### config.mk
export PLATFORM = sky130hd
export DESIGN_NAME = atc_timer
export DESIGN_NICKNAME = d
export VERILOG_FILES = /design/src/logic/atc_pkg.sv /design/src/logic/atc_timer.sv
export SDC_FILE = /design/constraint.sdc
export NUM_CORES = 1
export LEC_CHECK = 0
export ABC_CLOCK_PERIOD_IN_PS = 2700
export BUFFER_PORTS_ARGS = -buffer_cell sky130_fd_sc_hd__buf_2
export CORE_MARGIN = 2
export CORE_UTILIZATION = 55
export CTS_BUF_LIST = sky130_fd_sc_hd__clkbuf_16
export CTS_CLUSTER_SIZE = 14
export DETAILED_ROUTE_END_ITERATION = 10
export PLACE_DENSITY = 0.75
export SYNTH_ARGS = -nofsm -noshare
export SYNTH_HDL_FRONTEND = slang
export SYNTH_SLANG_ARGS = --single-unit
export TNS_END_PERCENT = 5
### constraint.sdc
create_clock -name ref_clk -period 2.7 [get_ports ref_clk]
set_input_delay 0.27 -clock ref_clk [delete_from_list [all_inputs] [get_ports ref_clk]]
set_output_delay 0.27 -clock ref_clk [all_outputs]
set_load 0.005 [all_outputs]
### src/logic/atc_pkg.sv
// Constants, register map and state types of the 8-bit asynchronous-capable timer
package atc_pkg;

    // ----------------------------------------------------------------
    // Register map
    // ----------------------------------------------------------------
    localparam logic [2:0] ADDR_COUNTER_VALUE = 3'h0;
    localparam logic [2:0] ADDR_COMPARE_VALUE = 3'h1;
    localparam logic [2:0] ADDR_TIMER_CONTROL = 3'h2;
    localparam logic [2:0] ADDR_ASYNC_STATUS = 3'h3;
    localparam logic [2:0] ADDR_TIMER_IRQ_MASK = 3'h4;
    localparam logic [2:0] ADDR_TIMER_IRQ_FLAGS = 3'h5;
    localparam logic [2:0] ADDR_SPECIAL_FUNCTION_IO = 3'h6;

    // ----------------------------------------------------------------
    // Field positions
    // ----------------------------------------------------------------
    localparam int CTRL_CLK_SEL_LSB = 0;
    localparam int CTRL_MODE_LSB = 3;
    localparam int CTRL_OUT_MODE_LSB = 5;
    localparam int ASYNC_SELECT_BIT = 3;
    localparam int COMPARE_BIT = 7;
    localparam int OVERFLOW_BIT = 6;
    localparam int PRESCALER_RESET_BIT = 1;

    // ----------------------------------------------------------------
    // Counter limits, reset values and prescaler width
    // ----------------------------------------------------------------
    localparam logic [7:0] COUNT_BOTTOM = 8'h00;
    localparam logic [7:0] COUNT_MAX = 8'hff;
    localparam logic [7:0] REG_RESET = 8'h00;
    localparam int PRESCALER_WIDTH = 10;

    // ----------------------------------------------------------------
    // Encodings
    // ----------------------------------------------------------------
    typedef enum logic [1:0] {
        ATC_MODE_NORMAL,
        ATC_MODE_PWM_PHASE,
        ATC_MODE_CLEAR_ON_MATCH,
        ATC_MODE_PWM_FAST
    } atc_mode_t;

    typedef enum logic [1:0] {
        ATC_OUT_OFF,
        ATC_OUT_TOGGLE,
        ATC_OUT_CLEAR,
        ATC_OUT_SET
    } atc_out_mode_t;

    typedef struct packed {
        logic [2:0] addr;
        logic [7:0] wdata;
        logic wr;
        logic rd;
    } atc_bus_req_t;

    typedef struct packed {
        logic vector_compare;
        logic vector_overflow;
        logic global_enable;
    } atc_irq_in_t;

endpackage : atc_pkg

### src/logic/atc_timer.sv
// 8-bit timer/counter with prescaler, oscillator clock option and waveform output
`timescale 1ns/1ps
`default_nettype none
module atc_timer (
    input wire logic ref_clk,
    input wire logic rst_n,
    input wire atc_pkg::atc_bus_req_t bus_req,
    output logic [7:0] rd_data,
    input wire atc_pkg::atc_irq_in_t irq_in,
    input wire logic osc_pin_in,
    output logic osc_pins_detached,
    output logic compare_output_pin,
    output logic compare_irq_req,
    output logic overflow_irq_req
);
    import atc_pkg::*;

    // ----------------------------------------------------------------
    // State
    // ----------------------------------------------------------------
    typedef struct packed {
        logic [7:0] counter_value;
        logic [7:0] compare_value;
        logic [7:0] compare_buffer;
        logic [2:0] clk_sel;
        atc_mode_t mode;
        atc_out_mode_t out_mode;
        logic async_clock_select;
        logic [PRESCALER_WIDTH-1:0] prescaler;
        logic prescaler_reset_bit;
        logic compare_irq_enable;
        logic overflow_irq_enable;
        logic compare_match_flag;
        logic overflow_flag;
        logic count_down;
        logic wave;
        logic [2:0] osc_sync;
        logic [7:0] rd_data;
        logic compare_irq;
        logic overflow_irq;
    } atc_state_t;

    atc_state_t st;
    atc_state_t next_st;

    // ----------------------------------------------------------------
    // Helpers
    // ----------------------------------------------------------------
    // Prescaler low bits that must all be one for a divided tick
    function automatic logic [PRESCALER_WIDTH-1:0] divide_mask(input logic [2:0] sel);
        case (sel)
            3'h2: divide_mask = 10'h007;
            3'h3: divide_mask = 10'h01f;
            3'h4: divide_mask = 10'h03f;
            3'h5: divide_mask = 10'h07f;
            3'h6: divide_mask = 10'h0ff;
            3'h7: divide_mask = 10'h3ff;
            default: divide_mask = 10'h000;
        endcase
    endfunction : divide_mask

    function automatic logic is_pwm(input atc_mode_t m);
        is_pwm = (m == ATC_MODE_PWM_PHASE) || (m == ATC_MODE_PWM_FAST);
    endfunction : is_pwm

    logic source_tick;
    logic timer_tick;
    logic [7:0] top_value;
    logic match_now;
    logic overflow_now;
    logic at_top;

    // ----------------------------------------------------------------
    // Next-state logic
    // ----------------------------------------------------------------
    always_comb begin
        next_st = st;

        // Only the second and third stages feed the edge detector
        next_st.osc_sync = {st.osc_sync[1:0], osc_pin_in};
        source_tick = st.async_clock_select ? (st.osc_sync[1] & ~st.osc_sync[2]) : 1'b1;

        // Prescaler runs freely on source ticks
        if (source_tick) begin
            next_st.prescaler = st.prescaler + 10'h001;
        end
        timer_tick = source_tick && (st.clk_sel != 3'h0) &&
            ((st.prescaler & divide_mask(st.clk_sel)) == divide_mask(st.clk_sel));

        // Prescaler reset: immediate when synchronous, on next oscillator edge otherwise
        if (st.prescaler_reset_bit && (!st.async_clock_select || source_tick)) begin
            next_st.prescaler = '0;
            next_st.prescaler_reset_bit = 1'b0;
        end

        top_value = (st.mode == ATC_MODE_CLEAR_ON_MATCH) ? st.compare_buffer : COUNT_MAX;
        at_top = (st.counter_value == top_value);
        match_now = 1'b0;
        overflow_now = 1'b0;

        if (timer_tick) begin
            match_now = (st.counter_value == st.compare_buffer);
            case (st.mode)
                ATC_MODE_PWM_PHASE: begin
                    if (!st.count_down) begin
                        if (st.counter_value == COUNT_MAX) begin
                            next_st.count_down = 1'b1;
                            next_st.counter_value = st.counter_value - 8'h01;
                            next_st.compare_buffer = st.compare_value;
                        end else begin
                            next_st.counter_value = st.counter_value + 8'h01;
                        end
                    end else if (st.counter_value == COUNT_BOTTOM) begin
                        // Direction turns at bottom and that is the overflow
                        next_st.count_down = 1'b0;
                        next_st.counter_value = st.counter_value + 8'h01;
                        overflow_now = 1'b1;
                    end else begin
                        next_st.counter_value = st.counter_value - 8'h01;
                    end
                end
                ATC_MODE_PWM_FAST: begin
                    next_st.count_down = 1'b0;
                    next_st.counter_value = st.counter_value + 8'h01;
                    if (at_top) begin
                        overflow_now = 1'b1;
                        next_st.compare_buffer = st.compare_value;
                    end
                end
                ATC_MODE_CLEAR_ON_MATCH: begin
                    next_st.count_down = 1'b0;
                    if (at_top) begin
                        next_st.counter_value = COUNT_BOTTOM;
                    end else begin
                        next_st.counter_value = st.counter_value + 8'h01;
                    end
                    overflow_now = (st.counter_value == COUNT_MAX);
                end
                default: begin
                    next_st.count_down = 1'b0;
                    next_st.counter_value = st.counter_value + 8'h01;
                    overflow_now = (st.counter_value == COUNT_MAX);
                end
            endcase

            // Waveform generator
            case (st.mode)
                ATC_MODE_PWM_FAST: begin
                    if (match_now) begin
                        next_st.wave = (st.out_mode == ATC_OUT_SET);
                    end else if (at_top) begin
                        next_st.wave = (st.out_mode != ATC_OUT_SET);
                    end
                end
                ATC_MODE_PWM_PHASE: begin
                    if (match_now) begin
                        next_st.wave = (st.out_mode == ATC_OUT_SET) ^ st.count_down;
                    end
                end
                default: begin
                    if (match_now) begin
                        case (st.out_mode)
                            ATC_OUT_TOGGLE: next_st.wave = ~st.wave;
                            ATC_OUT_CLEAR: next_st.wave = 1'b0;
                            ATC_OUT_SET: next_st.wave = 1'b1;
                            default: next_st.wave = st.wave;
                        endcase
                    end
                end
            endcase
        end

        // Non-PWM modes load the compare value straight through
        if (!is_pwm(st.mode)) begin
            next_st.compare_buffer = st.compare_value;
        end

        // Flag clears first so that a coincident set wins
        if (irq_in.vector_compare) begin
            next_st.compare_match_flag = 1'b0;
        end
        if (irq_in.vector_overflow) begin
            next_st.overflow_flag = 1'b0;
        end

        // Register writes
        next_st.rd_data = REG_RESET;
        if (bus_req.wr) begin
            case (bus_req.addr)
                ADDR_COUNTER_VALUE: next_st.counter_value = bus_req.wdata;
                ADDR_COMPARE_VALUE: next_st.compare_value = bus_req.wdata;
                ADDR_TIMER_CONTROL: begin
                    next_st.clk_sel = bus_req.wdata[CTRL_CLK_SEL_LSB +: 3];
                    next_st.mode = atc_mode_t'(bus_req.wdata[CTRL_MODE_LSB +: 2]);
                    next_st.out_mode = atc_out_mode_t'(bus_req.wdata[CTRL_OUT_MODE_LSB +: 2]);
                end
                ADDR_ASYNC_STATUS: next_st.async_clock_select = bus_req.wdata[ASYNC_SELECT_BIT];
                ADDR_TIMER_IRQ_MASK: begin
                    next_st.compare_irq_enable = bus_req.wdata[COMPARE_BIT];
                    next_st.overflow_irq_enable = bus_req.wdata[OVERFLOW_BIT];
                end
                ADDR_TIMER_IRQ_FLAGS: begin
                    if (bus_req.wdata[COMPARE_BIT]) begin
                        next_st.compare_match_flag = 1'b0;
                    end
                    if (bus_req.wdata[OVERFLOW_BIT]) begin
                        next_st.overflow_flag = 1'b0;
                    end
                end
                ADDR_SPECIAL_FUNCTION_IO: begin
                    // Writing zero leaves a pending reset alone
                    if (bus_req.wdata[PRESCALER_RESET_BIT]) begin
                        next_st.prescaler_reset_bit = 1'b1;
                    end
                end
                default: begin
                end
            endcase
        end

        // Hardware sets override any clear in the same cycle
        if (match_now) begin
            next_st.compare_match_flag = 1'b1;
        end
        if (overflow_now) begin
            next_st.overflow_flag = 1'b1;
        end

        // Register reads, answered one cycle later
        if (bus_req.rd) begin
            case (bus_req.addr)
                ADDR_COUNTER_VALUE: next_st.rd_data = st.counter_value;
                ADDR_COMPARE_VALUE: next_st.rd_data = st.compare_value;
                ADDR_TIMER_CONTROL: begin
                    next_st.rd_data[CTRL_CLK_SEL_LSB +: 3] = st.clk_sel;
                    next_st.rd_data[CTRL_MODE_LSB +: 2] = st.mode;
                    next_st.rd_data[CTRL_OUT_MODE_LSB +: 2] = st.out_mode;
                end
                ADDR_ASYNC_STATUS: next_st.rd_data[ASYNC_SELECT_BIT] = st.async_clock_select;
                ADDR_TIMER_IRQ_MASK: begin
                    next_st.rd_data[COMPARE_BIT] = st.compare_irq_enable;
                    next_st.rd_data[OVERFLOW_BIT] = st.overflow_irq_enable;
                end
                ADDR_TIMER_IRQ_FLAGS: begin
                    next_st.rd_data[COMPARE_BIT] = st.compare_match_flag;
                    next_st.rd_data[OVERFLOW_BIT] = st.overflow_flag;
                end
                ADDR_SPECIAL_FUNCTION_IO:
                    next_st.rd_data[PRESCALER_RESET_BIT] = st.async_clock_select & st.prescaler_reset_bit;
                default: next_st.rd_data = REG_RESET;
            endcase
        end

        // Interrupt requests, gated by enable and global enable
        next_st.compare_irq = st.compare_irq_enable & irq_in.global_enable & st.compare_match_flag;
        next_st.overflow_irq = st.overflow_irq_enable & irq_in.global_enable & st.overflow_flag;
    end

    // ----------------------------------------------------------------
    // State register
    // ----------------------------------------------------------------
    always_ff @(posedge ref_clk) begin
        if (!rst_n) begin
            st <= '0;
        end else begin
            st <= next_st;
        end
    end

    assign rd_data = st.rd_data;
    assign compare_irq_req = st.compare_irq;
    assign overflow_irq_req = st.overflow_irq;
    assign compare_output_pin = st.wave;
    assign osc_pins_detached = st.async_clock_select;

endmodule : atc_timer
`default_nettype wire

Word-level counts from Yosys, hierarchy flattened:

Index checks and enable logic that the tools add are counted.

* flip-flop bits (word level): 62
* input bits: 19
* output and inout port bits: 12
* word-level logic and storage cells: 135

* $add $sub $neg: 3
* equality and inequality tests: 29
* mux-type cells: 53
* bitwise logic cells: 11
* reduce and logical (&&, ||, !) cells: 20

Operator list (count)
* $mux 8: 13
* $pmux 10 s6: 1
* $pmux 8 s2: 2
* $mux 1: 23
* $eq 3x3->1 const B: 7
* $eq 8x8->1: 2
* $mux 16: 1
* $eq 3x2->1 const B: 4
* $ne 3x3->1 const B: 4
* $pmux 1 s4: 3
* $add 10x1->10 const B: 1
* $and 10x10->10: 1
* $eq 10x10->1: 1
* $reduce_and 2->1: 5
* $reduce_and 5->1: 2
* $pmux 1 s3: 3
* $add 8x1->8 const B: 1
* $eq 2x2->1 const B: 4
* $eq 8x8->1 const B: 1
* $logic_not 8->1: 1
* $sub 8x1->8 const B: 1
* $and 1x1->1: 6
* $ne 2x2->1 const B: 3
* $pmux 2 s3: 1
* 16 further kinds: 25

Logic depth before layout (Yosys ltp):

Gate-level depths: netlist (run 1).

* depth after elaboration: 10
* mapped depth: 10
* gate-level depth less buffers: 8

Worst setup path before layout (run 1):

OpenSTA, ideal clock, no wires.

* kind: register to register
* start: register st[54] in the netlist's numbering
* end: register st[59] in the netlist's numbering
* setup time: 0.081 ns
* arrival time: 2.312 ns
* data required time: 2.619 ns
* slack: 0.307 ns
* cell stages (with the launch flop): 9
* buffers on the path: 2
* clock period less this slack: 2.393 ns
* cell sequence: dfxtp_1 > clkbuf_1 > inv_1 > ha_1 > a41o_1 > or3_1 > buf_1 > or4_2 > a41oi_1

* longest elaborated chain between the ends: 7
* elaborated cells on any way between the ends: 13
* classes of those cells: 2 x add/sub; 2 x eq/ne; 8 x mux; 1 x reduce/logical

Ends and longest elaborated chain
* start, declared: line atc_timer.sv:43 `atc_state_t st;`
* start signal, assigned: line atc_timer.sv:266 `st <= next_st;`
* $add 8x1->8, or another cell as far along
* $mux 8 (on tied branches): line atc_timer.sv:106, atc_timer.sv:113
* $mux 8: line atc_timer.sv:105 `if (!st.count_down) begin`
* $pmux 8 s2 *: line atc_timer.sv:103 `case (st.mode)`
* $mux 8 *: line atc_timer.sv:101 `if (timer_tick) begin`
* $mux 8: line atc_timer.sv:189 `case (bus_req.addr)`
* $mux 16 *: line atc_timer.sv:188 `if (bus_req.wr) begin`

Mark *: on every way between the ends. The rest lies on a longest branch, timed or not.
A chain may end at the register's enable or synchronous reset.

Final worst setup path (run 1):

* start: register st[36] in the netlist's numbering
* end: register st[42] in the netlist's numbering

* longest elaborated chain between the ends: 7
* elaborated cells on any way between the ends: 14
* classes of those cells: 8 x eq/ne; 1 x mux; 1 x bitwise; 4 x reduce/logical

Ends and longest elaborated chain
* $eq 3x3->1 or $eq 3x2->1 (tied branches): line atc_timer.sv:51 `case (sel)`
* $pmux 10 s6: line atc_timer.sv:51
* $and 10x10->10: line atc_timer.sv:88 `((st.prescaler & divide_mask(st.clk_sel)) == divide_mask(st.clk_sel));`
* $eq 10x10->1: line atc_timer.sv:88
* $logic_and 1x1->1 *: line atc_timer.sv:87 `timer_tick = source_tick && (st.clk_sel != 3'h0) &&`
* $ne 2x2->1 (no line) *
* $reduce_and 5->1 (no line) *

Marked as above.

==> impl.org, run 1 <==
** Timing
- Clock period minus worst slack :: 2.560 ns
- Derived from the worst setup path, the maximum achievable clock frequency is 390.6 MHz.
- Summed over all failing endpoints, the final setup total negative slack is 0 ns.
- The clock arrives with 0.002267 ns of skew.
- Final-report max-slew violation count :: 0
- For the pin with the worst max-slew slack, the measured transition is 0.7384 ns.
- Measured against its own limit, the worst slew margin works out to 49.50%.
- After layout, the worst path uses 94.83% of the clock period.
- Worst setup margin :: 0.1396 ns
- Setup violators final :: 0
- RSZ-0062 raised after global routing :: no
- The hold violation total from the final report was 0.

** Status
- Status :: finished clean

** Cells and area
- Utilization of the core after routing :: 63.03%
- Cells with a size suffix above 1 make up 17.47% of the layout.
- From synthesis to final layout, the design area changed by 12.29%.
- In the final design database the tool counted 456 nets.
- Final Cell Area :: 3934 sq um
- Ant diodes :: 0

** Worst setup path
- For the worst setup path, the data arrival time is 2.82 ns.
- STA classifies the critical path endpoint as a flop.
- Crit path kind :: reg2reg
- Setup slack on the worst reg-to-reg path comes out at 0.14 ns.
- At the worst endpoint, the required time is 2.96 ns.
- Worst-path maximum fanout :: 9
- STA classifies the critical path startpoint as a flop.

** Synth
- Proportion of synthesized chip area in sequential cells :: 35.43%
- The synthesized netlist occupies a cell area of 3503 sq um.
- Area fraction of the dominant cell type after synthesis :: 35.43%
- The largest total area in the synthesized netlist belongs to dfxtp_1.
- By area the synthesized netlist is led by dfxtp_1 (35%), mux2i_1 (7.1%), nand2_1 (6.2%).
- The Yosys step of the flow raised 0 warnings.
- Counting distinct cell types in the post-synthesis netlist gives 64.
- Counting every net in the synthesized netlist gives 437.
- Synthesis handed over a netlist of 411 instances.
- For this run, the leading register cell type out of synthesis is dfxtp_1.
- Number of enable flip-flop cells after synthesis :: 0
- Each instance of the synthesized netlist takes up on average 8.524 sq um.
- After synthesis, the share of flip-flops with an asynchronous set or reset is 0%.
- Counting flops and latches in the post-synthesis netlist gives 62.

** Clock network
- The tree is rooted in a clkbuf_16.
- TritonCTS built the clock tree.
- Clock-pin slew was measured on the worst setup and hold paths at 0.05 ns.
- Hold repair after CTS inserted 0 buffers.
- Counting every sink on the clock net gives 62.
- Post-CTS setup buffers :: 0
- Clock tree synthesis inserted a total of 9 buffers.
- The longest clock path from root to sink contains 2 buffers.
- The clock tree synthesis step divided the H-tree into 3 levels.
- Clock latency on the worst-skew pair, taken at its later pin, is 0.33 ns.

** Floorplanning
- In this run the horizontal extent of the chip is 83.81 um.
- Rows :: 29
- The initial utilization of the core area, before any placement, comes to 56.13%.
- Area inside the core boundary :: 6241 sq um
- Count of boundary I/O pins :: 31
- The die is 83.81 um tall.
- The die covers 7024 sq um.

** Global route
- Number of global-route vias before repair :: 3045
- Grt total ovfl :: 0
- Wire length of the first global-routing pass :: 14.52 mm
- Global router's overall resource usage :: 26.00%
- Initial antenna violation count :: 0
- Largest net degree at the start of global routing :: 43

** Place
- Dpl cell area :: 3613 sq um
- Routability-driven placement congestion ratio :: 0.9033
- At the placement stage, the worst setup path has a slack of 0.1481 ns.
- Detailed placer's ending HPWL :: 6.074 mm
- In this run the tool buffered the top-level ports with 30 buffer cells.

** Power
- IR analysis of the VDD net gives a maximum drop of 0.4926 mV.
- The analysis attributes to cell leakage a power of 1.530 nW.
- In this run the power density over the cells is 622.7 nW/um^2.

** Route
- The first routing iteration left 280 violations.
- Using the TritonRoute via totals, the vias-per-cell ratio works out to 6.041.
- The final route contains 3093 vias.
- Wires add up to 8.658 mm.
- Antenna viol nets, final :: 0
- Number of detailed-routing iterations run before antenna repair :: 6
- In the routed design, unresolved DRC markers number 0.
- Average routed wire per standard cell :: 16.91 um

** Min path
- Tightest Hold Check Type :: in2reg

** Run
- Number of max-capacitance violations reported :: 0
[metal layers]
layer	up-vias	routed length, um	global-route usage [%]
met2	109	4219	43.71
met1	1466	3677	32.56
met3	30	525	4.055
li1	1488	-	-
met5	-	0	0
met4	0	236	12.46
[synth_stat cells, types with 3 or more instances]
cell,n
clkbuf_1,11
nand4_1,10
clkbuf_8,4
a21boi_0,10
nand2_1,58
xor2_1,11
buf_4,8
o21ai_0,13
o21a_1,3
nor2_1,29
inv_1,12
nor3_1,15
nor4_1,3
buf_1,4
xnor2_1,9
nand2b_1,4
nand3_1,8
nor2b_1,17
ha_1,7
a21oi_1,18
mux2i_1,25
or3_1,5
nor3b_1,3
o221a_2,5
and2_1,5
dfxtp_1,62
[through the flow]
step,instances,hold WS [ns],power (mW)
after global placement,496,0.4172,1.206
final,512,0.1461,2.450
after global routing,512,0.1422,2.517
after floorplan,411,0.3973,1.145
after detailed placement,496,0.4434,1.214
after CTS,512,0.1417,2.451
[report_power, final]
| part | internal, mW | switching (mW) | total [mW] | leakage, nW |
|---|---|---|---|---|
| combinational | 0.0992 | 0.130 | 0.229 | 0.871 |
| sequential | 0.937 | 0.0356 | 0.973 | 0.502 |
| clock | 0.810 | 0.438 | 1.25 | 0.156 |
[final timing paths]
kind / startpoint / end / cells after the start
worst max register to register: st[36] / st[42] / 6
worst min-delay path: osc_pin_in / next_st[11] / 2
worst min register to register: next_st[11] / next_st[12] / 1
worst max-delay path: st[36] / st[42] / 6
[cells in the final DEF, fill, tap and decap left out, types with 3 or more instances in the layout]
master,n
mux2i_1,25
dfxtp_1,62
clkbuf_16,9
nand2b_1,4
nand4_1,10
inv_1,12
a21boi_0,10
or3_1,5
nor3_1,15
ha_1,7
nor2_1,29
nand2_1,58
o221a_2,5
nand3_1,8
xor2_1,11
o21a_1,3
nor2b_1,17
o21ai_0,13
buf_2,30
a21oi_1,18
xnor2_1,9
and2_1,5
buf_4,11
nor4_1,3
nor3b_1,3
[logic make-up (layout without fill, tap and decap cells)]
| family | count (synthesis) | count (layout) | synth area share, % |
|---|---|---|---|
| multiplexers | 27 | 27 | 8.428 |
| adder cells (fa/ha/maj) | 7 | 7 | 2.500 |
| flip-flops | 62 | 62 | 35.43 |
| buffers and inverters | 45 | 69 | 7.714 |
| AO/OA/AOI/OAI | 80 | 80 | 16.86 |
| XOR/XNOR | 20 | 20 | 5.000 |
| AND/OR/NAND/NOR | 170 | 170 | 24.07 |
[registers in the layout, summed over array words and instances, names as in the netlist]
name                cells
rd_data                 8
st                     48
overflow_irq_req        1
osc_pins_detached       1
compare_output_pin      1
compare_irq_req         1
next_st                 2
[repair_timing]
item / CTS / global route
endpoints found under the setup margin: 0 / 3
gates resized for setup: 0 / 0
endpoints found under the hold margin: 0 / 0
[critical path: stages, from the launching register on]
cell	delay, ns
dfxtp_1	0.36
nand2b_1	0.16
a311o_1	0.38
a2111o_1	0.57
or3_4	0.43
a21oi_4	0.34
mux2i_1	0.24
[cell type report]
class	count	area, sq um
Tap cell	77	96.34
Inverter	12	45.04
Sequential cell	62	1241
Multi-Input combinational cell	304	1998
Clock inverter	7	95.09
Clock buffer	9	225.2
Timing Repair Buffer	41	232.7
Fill cell	530	2307
Power figures use the tool's default switching activity.
==> inputs of run 2 (changes only) <==
--- a/config.mk
+++ b/config.mk
@@ -5,6 +5,7 @@
 export SDC_FILE = /design/constraint.sdc
 export NUM_CORES = 1
 export LEC_CHECK = 0
+export ABC_AREA = 1
 export ABC_CLOCK_PERIOD_IN_PS = 2700
 export BUFFER_PORTS_ARGS = -buffer_cell sky130_fd_sc_hd__buf_2
 export CORE_MARGIN = 2
==> impl.org, run 2 <==
** Clock network
- The clock tree synthesis step divided the H-tree into 3 levels.
- Clk sink count :: 62
- In this run, post-CTS hold repair placed 0 buffers.
- Post-CTS setup buffers :: 0
- Once the clock tree was built, the resizer swapped 0 gates to a different size.
- Clk root buf :: clkbuf_16
- Clock edge transition at the registers on the reported setup and hold paths :: 0.06 ns
- Clock tree from TritonCTS :: done
- TritonCTS created 9 clock buffers.
- Clock latency reported for the late side of the worst-skew pair :: 0.33 ns
- The clock passes through at most 2 buffers.

** Min path
- End of the worst hold path :: next_st[11]
- Worst Min Path Start :: osc_pin_in
- The worst hold path passes through 3 cells.
- Tightest Hold Check Type :: in2reg

** Timing
- For the final database, setup skew stands at 0.008454 ns.
- Worst Max-Slew Pin Slew :: 0.4711 ns
- Clock period minus worst slack :: 2.240 ns
- Slew margin rel. :: 68.59%
- Setup violators final :: 0
- The number of max-slew violations in the final report is 0.
- On the final layout, the worst hold slack is 0.1235 ns.
- Setup repair after global routing left no endpoint under its margin.
- In the final timing run, aggregate negative setup slack is 0 ns.
- Count of endpoints failing hold in the final timing report :: 0
- Highest Clock Rate :: 446.5 MHz
- Crit share post-route :: 82.95%

** Synth
- Synthesis produced a netlist with a net count of 554.
- Number of enable flip-flop cells after synthesis :: 0
- Share of synthesized flip-flops with an asynchronous set or reset :: 0%
- Proportion of synthesized chip area in sequential cells :: 35.45%
- Area fraction of the dominant cell type after synthesis :: 35.45%
- Synthesized cell area :: 3501 sq um
- Mean instance size in the synthesized netlist :: 6.630 sq um
- Synthesized netlist cell count :: 528
- For this run, the leading register cell type out of synthesis is dfxtp_1.
- Warnings, synthesis :: 0
- Most numerous cell types in the synthesized netlist :: nand2_1 (122), inv_1 (72), dfxtp_1 (62)
- Among all cell types in the netlist, the one instantiated most often is nand2_1.
- Seq cells post-synth :: 62
- Unique masters post-synth :: 38
- Largest cells by area after synthesis :: dfxtp_1 (35%), nand2_1 (13%), inv_1 (7.7%)
- Area leader, netlist :: dfxtp_1

** Worst setup path
- Crit end category :: flop
- R2R Path Start :: st[33]
- Worst Path Arrival :: 2.47 ns
- Depth of the worst register-to-register path :: 15
- The critical path is of the reg2reg type.
- Element type at the critical path start :: flop
- At the worst endpoint, the required time is 2.93 ns.
- The worst register-to-register path ends at st[59].
- Worst-path maximum fanout :: 15
- For flop-to-flop paths, the worst setup slack is 0.46 ns.

** Run
- The tool flagged a number of max-cap violations equal to 0.

** Global route
- Initial antenna violation count :: 0
- After global routing the overflow that remains totals 0.
- Entering global routing, the biggest net connects 30 pins.
- Number of global-route vias before repair :: 3258
- Wire length of the first global-routing pass :: 15.72 mm
- Global router's overall resource usage :: 28.26%

** Place
- Number of instances in the placed design :: 620
- Routability-driven placement congestion ratio :: 0.9647
- Detailed placer's ending HPWL :: 7.120 mm
- IO Port Bufs :: 30

** Cells and area
- The library cell used most frequently in the layout, excluding fill and tap cells, is nand2_1.
- Summing all multi-input logic gate instances after layout gives 1853 sq um.
- Max FFs per register :: 48
- Measured on the finished design, the core utilization comes to 63.69%.
- In the final layout, flip-flops and latches occupy 1241 sq um.
- Commonest cells after routing, fill and taps aside :: nand2_1 (122), inv_1 (73), dfxtp_1 (62)
- Fill cell total of the finished layout :: 555
- The finished layout holds 636 standard cells, fillers aside.
- Of the cells placed in the final design, the portion with a size suffix greater than 1 is 11.99%.
- Ant diodes :: 0
- Biggest register :: st
- P&R area growth vs syn :: 13.55%
- Final Net Count :: 580

** Status
- Status :: finished clean

** Floorplanning
- Count of boundary I/O pins :: 31
- Rows :: 29
- Die boundary height :: 83.78 um
- The core region is 6241 sq um.
- The die covers 7019 sq um.
- Measured along the x axis, the die boundary spans 83.78 um.
- Initial core utilization :: 56.09%

** Power
- Worst-case vdd ir drop :: 0.4711 mV
- Power spread over the standard cell area amounts to 625.7 nW/um^2.
- Total leakage power :: 1.753 nW

** Route
- Dividing the detail-routed via count by the number of cells gives 5.557.
- Wires add up to 9.634 mm.
- The first detailed-routing pass took 5 iterations.
- Antenna viol nets, final :: 0
- Summing over every cut layer, the via total after detailed routing is 3534.
- DRC violation count after routing :: 0
- Starting DRT DRC Count :: 349
- Dividing the detail-routed wire length by the instance count gives 15.15 um.
run 2: cell count changes in the layout (fill, tap and decap cells not counted), moves of 7 or more:
| cell | delta |
|---|---|
| inv_1 | +61 |
| mux2i_1 | -25 |
| a21oi_1 | +33 |
| o21ai_0 | +29 |
| xnor2_1 | -7 |
| a21boi_0 | -10 |
| nand2_1 | +64 |
| buf_4 | -8 |
| nor2b_1 | -17 |
| nor2_1 | +20 |
| nand3_1 | +21 |
| nor3_1 | -10 |
run 2: routing by layer:
metal	global-route usage, %	share of wire [%]
met1	37.62	44
met2	45.02	47
met3	7.221	7.6
met4	8.944	1.6
met5	0	0
run 2: area by class of cell:
| cell class | count | area share [%] |
|---|---|---|
| clock buffer | 9 | 5.666 |
| clock inverter | 7 | 2.266 |
| inverter | 79 | 7.460 |
| multi-input combinational | 369 | 46.62 |
| sequential | 62 | 31.22 |
| tap | 77 | 2.424 |
| timing repair buffer | 33 | 4.344 |
run 2: cell families (layout without fill, tap and decap cells):
group / Yosys count / count (layout) / synth area share [%]
xor+xnor: 13 / 13 / 3.252
compound gates: 120 / 120 / 19.16
simple gates: 229 / 229 / 28.02
buf+inv: 97 / 128 / 11.62
flops: 62 / 62 / 35.45
fa+ha+maj: 7 / 7 / 2.502
run 2: stage by stage:
stage                     cell area [sq um]  setup WS [ns]  power (mW)
after floorplan                        3501         0.9348       1.184
after global placement                 3660         0.5873       1.269
after detailed placement               3660         0.5064       1.275
after CTS                              3975         0.4849       2.492
after global routing                   3975         0.1655       2.579
final                                  3975         0.4603       2.487
run 2: worst max-delay path by stage:
stage	start	end	slack (ns)	cells after the start
after floorplan	st[33]	st[59]	0.93	15
after global placement	st[33]	st[59]	0.59	15
after detailed placement	st[33]	st[59]	0.51	15
after CTS	st[33]	st[59]	0.48	15
after global routing	st[33]	st[57]	0.17	14
final	st[33]	st[59]	0.46	15
run 2: critical path, stage by stage, from the launching register on:
cell	delay [ns]
dfxtp_1	0.34
inv_1	0.09
ha_1	0.45
inv_1	0.16
nand2_1	0.09
nand2_1	0.05
nor2_1	0.10
nand2_1	0.06
nor2_1	0.09
nand2_1	0.12
nand2_1	0.15
nand3_2	0.14
nand3b_1	0.13
nand3_1	0.07
nand2_1	0.06
inv_1	0.04
run 2: power by group:
group          switching (mW)  total, mW  leakage, nW  internal, mW
registers              0.0377      0.982        0.503         0.945
logic                   0.187      0.281         1.09        0.0934
clock network           0.422       1.22        0.157         0.802
total                   0.647       2.49         1.75          1.84
